[config.mk]
export PLATFORM = sky130hd
export DESIGN_NAME = ifst_cfg_top
export DESIGN_NICKNAME = d
export VERILOG_FILES = /design/src/ifst_pkg.sv /design/src/ifst_cfg_top.sv /design/src/ifst_safety_timer.sv
export SDC_FILE = /design/constraint.sdc
export NUM_CORES = 1
export LEC_CHECK = 0
export BUFFER_PORTS_ARGS = -buffer_cell sky130_fd_sc_hd__buf_2
export CELL_PAD_IN_SITES_DETAIL_PLACEMENT = 0
export CELL_PAD_IN_SITES_GLOBAL_PLACEMENT = 2
export CORE_MARGIN = 2
export CORE_UTILIZATION = 37
export DETAILED_ROUTE_END_ITERATION = 10
export PLACE_DENSITY = 0.86
export REMOVE_ABC_BUFFERS = 1
export SLEW_MARGIN = 20
export SYNTH_ARGS = -nofsm -noshare
export SYNTH_HDL_FRONTEND = slang
export SYNTH_SLANG_ARGS = --single-unit
[constraint.sdc]
create_clock -name mclk_i -period 2.6 [get_ports mclk_i]
set_clock_uncertainty 0.05 [all_clocks]
set_input_delay 0.26 -clock mclk_i [delete_from_list [all_inputs] [get_ports mclk_i]]
set_output_delay 0.26 -clock mclk_i [all_outputs]
set_load 0.03 [all_outputs]
[src/ifst_pkg.sv]
/*
 * shared constants and types for the input floor and safety timer
 * configuration block.
 * assumes a 40 MHz core clock and an upstream serial engine
 * that hands over decoded register accesses.
 */
package ifst_pkg;

	// ----------------------------------------------------------------
	// register map
	// ----------------------------------------------------------------
	localparam logic [7:0] IFST_CFG_OFFSET = 8'h0b;
	localparam logic [7:0] IFST_CFG_RESET  = 8'h4a;

	// field positions
	localparam int IFST_FLOOR_DIS_POS  = 7;
	localparam int IFST_FLOOR_CODE_LSB = 4;
	localparam int IFST_HALFRATE_POS   = 3;
	localparam int IFST_LIMIT_LSB      = 1;
	localparam int IFST_SPARE_POS      = 0;

	// ----------------------------------------------------------------
	// threshold arithmetic, millivolts
	// ----------------------------------------------------------------
	localparam logic [12:0] IFST_FLOOR_BASE_MV = 13'h1068;
	localparam logic [12:0] IFST_FLOOR_STEP_MV = 13'h0064;

	// ----------------------------------------------------------------
	// safety limit encodings and durations in seconds
	// ----------------------------------------------------------------
	localparam logic [1:0]  IFST_LIMIT_30M  = 2'h0;
	localparam logic [1:0]  IFST_LIMIT_3H   = 2'h1;
	localparam logic [1:0]  IFST_LIMIT_9H   = 2'h2;
	localparam logic [1:0]  IFST_LIMIT_OFF  = 2'h3;
	localparam logic [14:0] IFST_SECS_30M   = 15'h0708;
	localparam logic [14:0] IFST_SECS_3H    = 15'h2a30;
	localparam logic [14:0] IFST_SECS_9H    = 15'h7e90;

	// ----------------------------------------------------------------
	// timing: one timer tick is one second
	// ----------------------------------------------------------------
	localparam int IFST_CLK_NS      = 25;
	localparam int IFST_TICK_S      = 1;
	localparam int IFST_TICK_CYCLES = IFST_TICK_S * 1000000000 / IFST_CLK_NS;

	// ----------------------------------------------------------------
	// configuration carrier
	// ----------------------------------------------------------------
	typedef struct packed {
		logic       input_floor_disable;
		logic [2:0] input_floor_threshold;
		logic       timer_halfrate_enable;
		logic [1:0] safety_limit_select;
		logic       spare;
	} ifst_cfg_t;

endpackage

[src/ifst_cfg_top.sv]
/*
 * input floor and safety timer configuration register with the
 * safety timer it steers.
 * assumes the serial engine delivers one-cycle register strobes on
 * mclk_i, and that charger status levels arrive asynchronously.
 */
// Operation
// - register sits at offset 0x0b and resets to 0x4a.
// - bit 7 set disables input floor regulation, clear enables it.
// - bits 6:4 code; threshold is 4200 mV plus code times 100 mV.
// - bit 3 set halves timer rate outside constant current or voltage.
// - bits 2:1 pick 30 minutes, 3 hours, 9 hours, or timers off.
// - defaults hold until the host writes new values.
// - global register reset pulse returns this register to its default.
module ifst_cfg_top
	import ifst_pkg::*;
#(
	parameter int unsigned TICK_CYCLES = IFST_TICK_CYCLES
) (
	// clock and reset
	input  wire logic        mclk_i,
	input  wire logic        reset_n_i,
	// register port from the serial engine
	input  wire logic [7:0]  reg_addr_i,
	input  wire logic        reg_wr_i,
	input  wire logic        reg_rd_i,
	input  wire logic [7:0]  reg_wdata_i,
	input  wire logic        global_reg_reset_i,
	output logic [7:0]       reg_rdata_o,
	// charger status, asynchronous
	input  wire logic        charge_active_i,
	input  wire logic        loop_cc_cv_i,
	// configuration outputs
	output logic             input_floor_enable_o,
	output logic [12:0]      input_floor_mv_o,
	output logic             timer_halfrate_enable_o,
	output logic [1:0]       safety_limit_select_o,
	output logic             safety_expired_o
);

	ifst_cfg_t   cfg_r;
	logic [7:0]  rdata_r;
	logic [12:0] floor_mv_r;
	logic [2:0]  act_sync_r;
	logic [2:0]  loop_sync_r;
	logic        act_r;
	logic        loop_r;
	logic        cfg_hit;
	logic        timer_run;
	logic        timer_slow;

	assign cfg_hit = (reg_addr_i == IFST_CFG_OFFSET);

	// ----------------------------------------------------------------
	// configuration register
	// ----------------------------------------------------------------
	// global reset takes priority so a combined write cannot survive it
	always_ff @(posedge mclk_i or negedge reset_n_i) begin
		if (!reset_n_i) begin
			cfg_r <= ifst_cfg_t'(IFST_CFG_RESET);
		end else if (global_reg_reset_i) begin
			cfg_r <= ifst_cfg_t'(IFST_CFG_RESET);
		end else if (reg_wr_i && cfg_hit) begin
			cfg_r <= ifst_cfg_t'(reg_wdata_i);
		end
	end

	// ----------------------------------------------------------------
	// read data, unmapped offsets read as zero
	// ----------------------------------------------------------------
	always_ff @(posedge mclk_i or negedge reset_n_i) begin
		if (!reset_n_i) begin
			rdata_r <= 8'h00;
		end else if (reg_rd_i) begin
			if (cfg_hit)
				rdata_r <= cfg_r;
			else
				rdata_r <= 8'h00;
		end
	end

	// ----------------------------------------------------------------
	// threshold arithmetic
	// ----------------------------------------------------------------
	always_ff @(posedge mclk_i or negedge reset_n_i) begin
		if (!reset_n_i)
			floor_mv_r <= IFST_FLOOR_BASE_MV;
		else
			floor_mv_r <= IFST_FLOOR_BASE_MV
				+ 13'(cfg_r.input_floor_threshold) * IFST_FLOOR_STEP_MV;
	end

	// ----------------------------------------------------------------
	// status synchronisers
	// ----------------------------------------------------------------
	// a change is accepted only when stages two and three agree
	always_ff @(posedge mclk_i or negedge reset_n_i) begin
		if (!reset_n_i) begin
			act_sync_r  <= 3'h0;
			loop_sync_r <= 3'h0;
			act_r       <= 1'b0;
			loop_r      <= 1'b0;
		end else begin
			act_sync_r  <= {act_sync_r[1:0], charge_active_i};
			loop_sync_r <= {loop_sync_r[1:0], loop_cc_cv_i};
			if (act_sync_r[1] == act_sync_r[2])
				act_r <= act_sync_r[2];
			if (loop_sync_r[1] == loop_sync_r[2])
				loop_r <= loop_sync_r[2];
		end
	end

	// ----------------------------------------------------------------
	// safety timer
	// ----------------------------------------------------------------
	assign timer_run  = act_r && (cfg_r.safety_limit_select != IFST_LIMIT_OFF);
	assign timer_slow = cfg_r.timer_halfrate_enable && !loop_r;

	ifst_safety_timer #(
		.TICK_CYCLES (TICK_CYCLES)
	) u_timer (
		.mclk_i      (mclk_i),
		.reset_n_i   (reset_n_i),
		.run_i       (timer_run),
		.slow_i      (timer_slow),
		.limit_sel_i (cfg_r.safety_limit_select),
		.expired_o   (safety_expired_o),
		.elapsed_o   ()
	);

	// ----------------------------------------------------------------
	// outputs
	// ----------------------------------------------------------------
	assign reg_rdata_o             = rdata_r;
	assign input_floor_enable_o    = !cfg_r.input_floor_disable;
	assign input_floor_mv_o        = floor_mv_r;
	assign timer_halfrate_enable_o = cfg_r.timer_halfrate_enable;
	assign safety_limit_select_o   = cfg_r.safety_limit_select;
endmodule

[src/ifst_safety_timer.sv]
/*
 * fast charge safety timer with optional half rate advance.
 * assumes run_i already folds in the disable encoding and that
 * slow_i is synchronous to mclk_i.
 */
module ifst_safety_timer
	import ifst_pkg::*;
#(
	parameter int unsigned TICK_CYCLES = IFST_TICK_CYCLES
) (
	// clock and reset
	input  wire logic       mclk_i,
	input  wire logic       reset_n_i,
	// control
	input  wire logic       run_i,
	input  wire logic       slow_i,
	input  wire logic [1:0] limit_sel_i,
	// status
	output logic            expired_o,
	output logic [14:0]     elapsed_o
);

	logic [25:0] pre_r;
	logic        phase_r;
	logic [14:0] secs_r;
	logic        expired_r;
	logic        tick;
	logic        adv;
	logic [14:0] limit_secs;

	assign tick = (pre_r == 26'(TICK_CYCLES - 1));
	// slowed mode only advances on every second tick
	assign adv  = tick && (!slow_i || phase_r);

	always_comb begin
		case (limit_sel_i)
			IFST_LIMIT_30M: limit_secs = IFST_SECS_30M;
			IFST_LIMIT_3H:  limit_secs = IFST_SECS_3H;
			default:        limit_secs = IFST_SECS_9H;
		endcase
	end

	// ----------------------------------------------------------------
	// prescaler and phase
	// ----------------------------------------------------------------
	always_ff @(posedge mclk_i or negedge reset_n_i) begin
		if (!reset_n_i) begin
			pre_r   <= 26'h0;
			phase_r <= 1'b0;
		end else if (!run_i) begin
			pre_r   <= 26'h0;
			phase_r <= 1'b0;
		end else if (tick) begin
			pre_r   <= 26'h0;
			phase_r <= ~phase_r;
		end else begin
			pre_r   <= pre_r + 26'h1;
		end
	end

	// ----------------------------------------------------------------
	// elapsed seconds and sticky expiry
	// ----------------------------------------------------------------
	always_ff @(posedge mclk_i or negedge reset_n_i) begin
		if (!reset_n_i) begin
			secs_r    <= 15'h0;
			expired_r <= 1'b0;
		end else if (!run_i) begin
			secs_r    <= 15'h0;
			expired_r <= 1'b0;
		end else begin
			if (adv && !expired_r)
				secs_r <= secs_r + 15'h1;
			if (secs_r >= limit_secs)
				expired_r <= 1'b1;
		end
	end

	assign expired_o = expired_r;
	assign elapsed_o = secs_r;
endmodule

==> results of run 1 <==
[final timing paths]
| check | start | to | slack [ns] | depth (start not counted) |
|---|---|---|---|---|
| min in group mclk_i | reg_wdata_i[2] | safety_limit_select_o[1]$_DFFE_PN0P_ | 0.10 | 3 |
| setup reg to reg | u_timer.pre_r[0]$_DFF_PN0_ | u_timer.elapsed_o[7]$_DFFE_PN0P_ | 0.17 | 6 |
| max in group asynchronous | reset_n_i | u_timer.pre_r[10]$_DFF_PN0_ | 1.88 | 1 |
| setup / recovery | u_timer.pre_r[0]$_DFF_PN0_ | u_timer.elapsed_o[7]$_DFFE_PN0P_ | 0.17 | 6 |
| hold reg to reg | loop_sync_r[0]$_DFF_PN0_ | loop_sync_r[1]$_DFF_PN0_ | 0.30 | 0 |
| hold / removal | reset_n_i | input_floor_mv_o[10]$_DFF_PN0_ | -0.01 | 1 |
[kinds of logic after synthesis]
group                      Yosys count  share of synthesized area (%)
DFF                                 76                           49.2
xor gates and xnor gates            33                           7.45
muxes                                7                           1.81
adders and majority gates           19                           6.00
buffers and inverters               47                           5.45
other                                2                          0.193
AOI/OAI and AO/OA                   47                           7.93
and+or+nand+nor                    156                           22.0
[cells in the mapped netlist (4+ instances only)]
library cell   n  area share [%]
dfrtp_1       70              45
nor2_1        44             4.3
nand2_1       32             3.1
inv_1         28             2.7
xor2_1        21             4.7
ha_1          17             5.5
nand4_1       16             2.6
nand3_1       14             1.8
xnor2_1       12             2.7
a21oi_1       11             1.4
clkbuf_1       9            0.87
o22ai_1        9             1.5
nor4_1         8             1.3
buf_4          7             1.4
mux2i_1        7             1.8
and3_1         6            0.97
dfstp_2        6             4.1
o21ai_0        6            0.77
nor3_1         5            0.64
or4_1          5            0.97
and4_1         4            0.90
o31ai_1        4            0.77
[per-layer routing]
layer  track usage [%]  vias up
met3              3.19        9
met4              6.12        0
met1              19.7     1420
li1                  -     1445
met5                 0        -
met2              23.3       30
[flip-flops by register name, indices dropped and copies added, names as in the netlist, 2 cells and up]
name	count
act_sync_r	3
cfg_r	5
input_floor_mv_o	9
loop_sync_r	3
reg_rdata_o	8
safety_limit_select_o	2
u_timer.elapsed_o	15
u_timer.pre_r	26
[per-stage QoR]
stage / cells / util (%) / total power, W
5_1_grt: 580 / 43.7 / 0.00237
6_report: 580 / 43.7 / 0.00226
2_1_floorplan: 370 / - / 0.00128
3_5_place_dp: 562 / 41.5 / 0.00135
3_3_place_gp: 562 / 41.5 / 0.00135
4_1_cts: 580 / 43.7 / 0.00230
[power breakdown]
group | leakage (nW) | total (W) | switching (W) | internal (W)
Clock | 0.103 | 0.000935 | 0.000457 | 0.000478
Combinational | 0.900 | 0.000112 | 0.0000790 | 0.0000330
Sequential | 1.00 | 0.00121 | 0.0000143 | 0.00120
Total | 2.01 | 0.00226 | 0.000551 | 0.00171
[cell type report]
type	instances	area, um^2	share of cell area, %
inverter	28	105	2.34
clock buffer	10	138	3.06
multi-input combinational	266	1770	39.3
tap	136	170	3.79
timing repair buffer	58	333	7.40
sequential	76	1910	42.5
clock inverter	6	72.6	1.61
[what timing repair did]
item / CTS / global route
endpoints found under the hold margin: 2 / 0
buffers inserted: 0 / 0
hold buffers: 2 / 0
==> metrics.csv, run 1 <==
metric,value,unit
met2 wire length,3.61,mm
first-pass GRT wire length,13.2,mm
endpoints failing hold,3,
Post-Syn Area,3880,um^2
"commonest cells after routing, fill and taps aside","dfrtp_1 (70), nor2_1 (44), buf_2 (43)",
post-DR wirelength/cell,13.3,um
"FF+latch count, synth",76,
CP max stage cell,or4_4,
Starting Density,37.8,%
"Distinct cells, synth",51,
pin slew with the least headroom to its limit,0.944,ns
CTS sink count,76,
root buffer cell,clkbuf_8,
yosys warns,0,
worst path bufs/invs,0,
Final Routed Wirelength,7.73,mm
Max-slew headroom,37.1,%
CTS tree,yes,
fin crit period,2.43,ns
WHS,-0.0103,ns
antenna cell count,0,
detailed-route via count,2904,
Required @ worst endpoint,2.81,ns
CP Cell Sequence,ha_1 -> and4_1 -> nand3_1 -> or4_4 -> or4_1 -> a21oi_1,
H-tree levels,3,
clock slew at reported path FFs,0.08,ns
share of cells above drive strength 1,19.8,%
Slowest Stage Delay on Critical Path,0.64,ns
pin count of the biggest net entering global routing,77,
Max Root-Sink Buffers,2,
Final setup viols,0,
ys flop type,dfrtp_1,
DRC,0,
CTS buffer count,9,
"antenna viol nets, final",0,
Layout area overhead,15.8,%
pre-CTS setup slack,0.196,ns
CTS resizes,0,
"Data arrival, critical path",2.64,ns
max layer used,met4,
Max Cap Viol,0,
Port Buffer Count,44,
"Largest delay share family, worst path",simple AND/OR/NAND/NOR gates,
setup slack after layout,0.171,ns
Max Clock Freq,0.412,GHz
crit-path max FO,14,
Die Area,11300,um^2
DP Area,4270,um^2
Cells after Synth,387,
wire length on met1,3.80,mm
"commonest non-fill, non-tap cell in the layout",dfrtp_1,
later-pin clock latency in the skew report,0.35,ns
wire length on met3,192,um
"Slew Viols, Final",0,
Worst Hold Class,primary input to asynchronous set/reset pin,
drt pass-1 iters,4,
fin crit share,93.4,%
fill count,1018,
Async SR Flop Fraction,100,%
Crit. End Element,flip-flop,
vias in the first global route,2760,
IO Count,49,
number of synthesized flops with an enable pin,0,
post-layout net count,479,
number of antenna violations at the first check in global routing,0,
vias per cell,5.01,
worst vdd ir,317,uV
failing checks,hold timing,
gr ovfl total,0,
Finished Cell Area,4500,um^2
"Seq/Total Area, Yosys",49.2,%
routability-driven placement congestion ratio,0.755,
die height,106,um
Core Rows,37,
startpoint types,flip-flop,
"Avg Cell Area, Syn",10.0,um^2
initial DRC count,124,
Post-DP HPWL,5.50,mm
Tot GR Track Use,14.8,%
Leak,2.01,nW
Core Region,10300,um^2
RSZ-0062 raised after global routing,false,
status,"complete, but fails checks",
Pwr Density,502,nW/um^2
Setup CP Type,flip-flop to flip-flop,
chip width,106,um
setup TNS,0,ns
Power figures use the tool's default switching activity.
==> inputs of run 2 (changes only) <==
- BUFFER_PORTS_ARGS: -buffer_cell sky130_fd_sc_hd__buf_2 -> -buffer_cell sky130_fd_sc_hd__buf_4
==> run 2 against run 1 <==
  * The flow still finishes with violations (hold timing)
  * Routed wire length rose by 1.7%
  * Flip-flop and latch count stayed put
  * Via count decreased by 0.41%
  * Critical path depth stayed put
  * Combinational power is 9% higher
  * Largest cell class unchanged
==> metrics.csv, run 2 (synthesized netlist as in run 1, its figures left out) <==
metric,value,unit,change
CTS tree,yes,,
first-pass GRT wire length,13.6,mm,+2.6%
fin crit period,2.39,ns,-0.0363 ns
Reg2Reg Depth,6,,unchanged
"commonest cells after routing, fill and taps aside","dfrtp_1 (70), buf_4 (54), nor2_1 (44)",,
startpoint types,flip-flop,,
detailed-route via count,2892,,-0.41%
WHS,-0.00128,ns,+0.00899 ns
multi-input combinational cell area,1770,um^2,unchanged
root buffer cell,clkbuf_8,,
fin crit share,92.0,%,-1.4 points
IO Count,49,,unchanged
Largest Register,u_timer.pre_r,,
reg2reg start,u_timer.pre_r[0]$_DFF_PN0_,,
clock slew at reported path FFs,0.08,ns,about the same
total power,0.00232,W,+2.6%
Max Clock Freq,0.418,GHz,+1.5%
DRC,0,,unchanged
flop2flop setup slack,0.21,ns,+0.04 ns
Post-DP HPWL,5.58,mm,+1.6%
CTS resizes,0,,unchanged
DP Area,4360,um^2,+2.2%
initial DRC count,86,,-31%
max reg flops,26,,unchanged
setup TNS,0,ns,unchanged
Post-CTS Setup Repair Bufs,0,,unchanged
Max-slew headroom,37.3,%,+0.26 points
"commonest non-fill, non-tap cell in the layout",dfrtp_1,,
gr ovfl total,0,,unchanged
Tot GR Track Use,15.1,%,+0.34 points
Pwr Density,504,nW/um^2,+0.36%
post-layout net count,477,,-0.42%
vias in the first global route,2782,,+0.80%
Core Rows,37,,unchanged
Final Core Density,44.7,%,+0.99 points
status,"complete, but fails checks",,
Leak,2.04,nW,+1.5%
"Data arrival, critical path",2.60,ns,-0.04 ns
endpoints failing hold,1,,-2
"antenna viol nets, final",0,,unchanged
Max Cap Viol,0,,unchanged
Slowest Stage Delay on Critical Path,0.63,ns,about the same
fill count,1025,,+0.69%
share of cells above drive strength 1,19.0,%,-0.82 points
later-pin clock latency in the skew report,0.34,ns,about the same
crit-path max FO,14,,unchanged
Required @ worst endpoint,2.81,ns,about the same
die height,106,um,unchanged
pin count of the biggest net entering global routing,77,,unchanged
CP max stage cell,or4_4,,
"Slew Viols, Final",0,,unchanged
Layout area overhead,18.4,%,
CTS sink count,76,,unchanged
Finished Cell Area,4600,um^2,+2.3%
Storage cell area,1910,um^2,unchanged
Final setup viols,0,,unchanged
Crit. End Element,flip-flop,,
H-tree levels,3,,unchanged
Starting Density,37.8,%,unchanged
worst vdd ir,221,uV,-30%
RSZ-0062 raised after global routing,false,,
number of antenna violations at the first check in global routing,0,,unchanged
antenna cell count,0,,unchanged
drt pass-1 iters,4,,unchanged
Port Buffer Count,44,,unchanged
Max Root-Sink Buffers,2,,unchanged
failing checks,hold timing,,
Core Region,10300,um^2,unchanged
pin slew with the least headroom to its limit,0.940,ns,-0.00383 ns
CTS buffer count,9,,unchanged
Worst Hold Class,primary input to asynchronous set/reset pin,,
vias per cell,5.00,,about the same
reg-to-reg endpoint,u_timer.elapsed_o[7]$_DFFE_PN0P_,,
Die Area,11300,um^2,unchanged
Setup CP Type,flip-flop to flip-flop,,
routability-driven placement congestion ratio,0.773,,+2.5%
post-DR wirelength/cell,13.6,um,+2.1%
Final Routed Wirelength,7.87,mm,+1.7%
chip width,106,um,unchanged
CP Cell Sequence,ha_1 -> and4_1 -> nand3_1 -> or4_4 -> or4_1 -> a21oi_1,,
-- run 2: final cells by class --
class	count	share of cell area (%)
Multi-Input combinational cell	266	38.5
Sequential cell	76	41.5
Timing Repair Buffer	56	9.25
Clock inverter	4	1.61
Inverter	28	2.29
Tap cell	136	3.70
Clock buffer	12	3.16
-- run 2: critical path, delay by kind of cell (launching register included) --
| kind | cells | cell delay [ns] |
|---|---|---|
| simple gates | 4 | 1.51 |
| flops | 1 | 0.42 |
| fa+ha+maj | 1 | 0.19 |
| compound gates | 1 | 0.14 |
-- run 2: what timing repair did --
item | 4_1_cts | 5_1_grt
endpoints found under the setup margin | 0 | 0
hold buffers | 2 | 0
hold endpoints to repair | 2 | 0
-- run 2: worst max-delay path by stage --
stage | start | endpoint | slack [ns]
global placement | u_timer.pre_r[0]$_DFF_PN0_ | u_timer.elapsed_o[7]$_DFFE_PN0P_ | 0.23
finish | u_timer.pre_r[0]$_DFF_PN0_ | u_timer.elapsed_o[7]$_DFFE_PN0P_ | 0.21
floorplan | u_timer.pre_r[0]$_DFF_PN0_ | u_timer.pre_r[10]$_DFF_PN0_ | -0.09
global route | u_timer.pre_r[0]$_DFF_PN0_ | u_timer.elapsed_o[10]$_DFFE_PN0P_ | 0.08
CTS | u_timer.pre_r[0]$_DFF_PN0_ | u_timer.elapsed_o[7]$_DFFE_PN0P_ | 0.19
detailed placement | u_timer.pre_r[0]$_DFF_PN0_ | u_timer.elapsed_o[7]$_DFFE_PN0P_ | 0.20
-- run 2: power breakdown --
group	switching [W]	internal, W	total (W)
clock	0.000416	0.000568	0.000984
sequential	0.0000146	0.00120	0.00121
combinational	0.0000794	0.0000423	0.000122
-- run 2: metal layers --
metal	wire [um]	vias to the layer above	track usage, %	share of wire (%)
met2	3840	33	24.0	49
met4	150	0	6.12	1.9
met5	0	-	0	0
li1	-	1444	-	-
met1	3700	1404	20.1	47
met3	180	11	3.13	2.3
-- run 2: through the flow --
step	cells	hold WS, ns	setup WS [ns]
after floorplan	370	-0.0856	-0.0923
after global placement	560	0.282	0.229
after detailed placement	560	0.286	0.202
after CTS	578	0.0394	0.192
after global routing	578	0.0743	0.0757
final	578	-0.00128	0.207
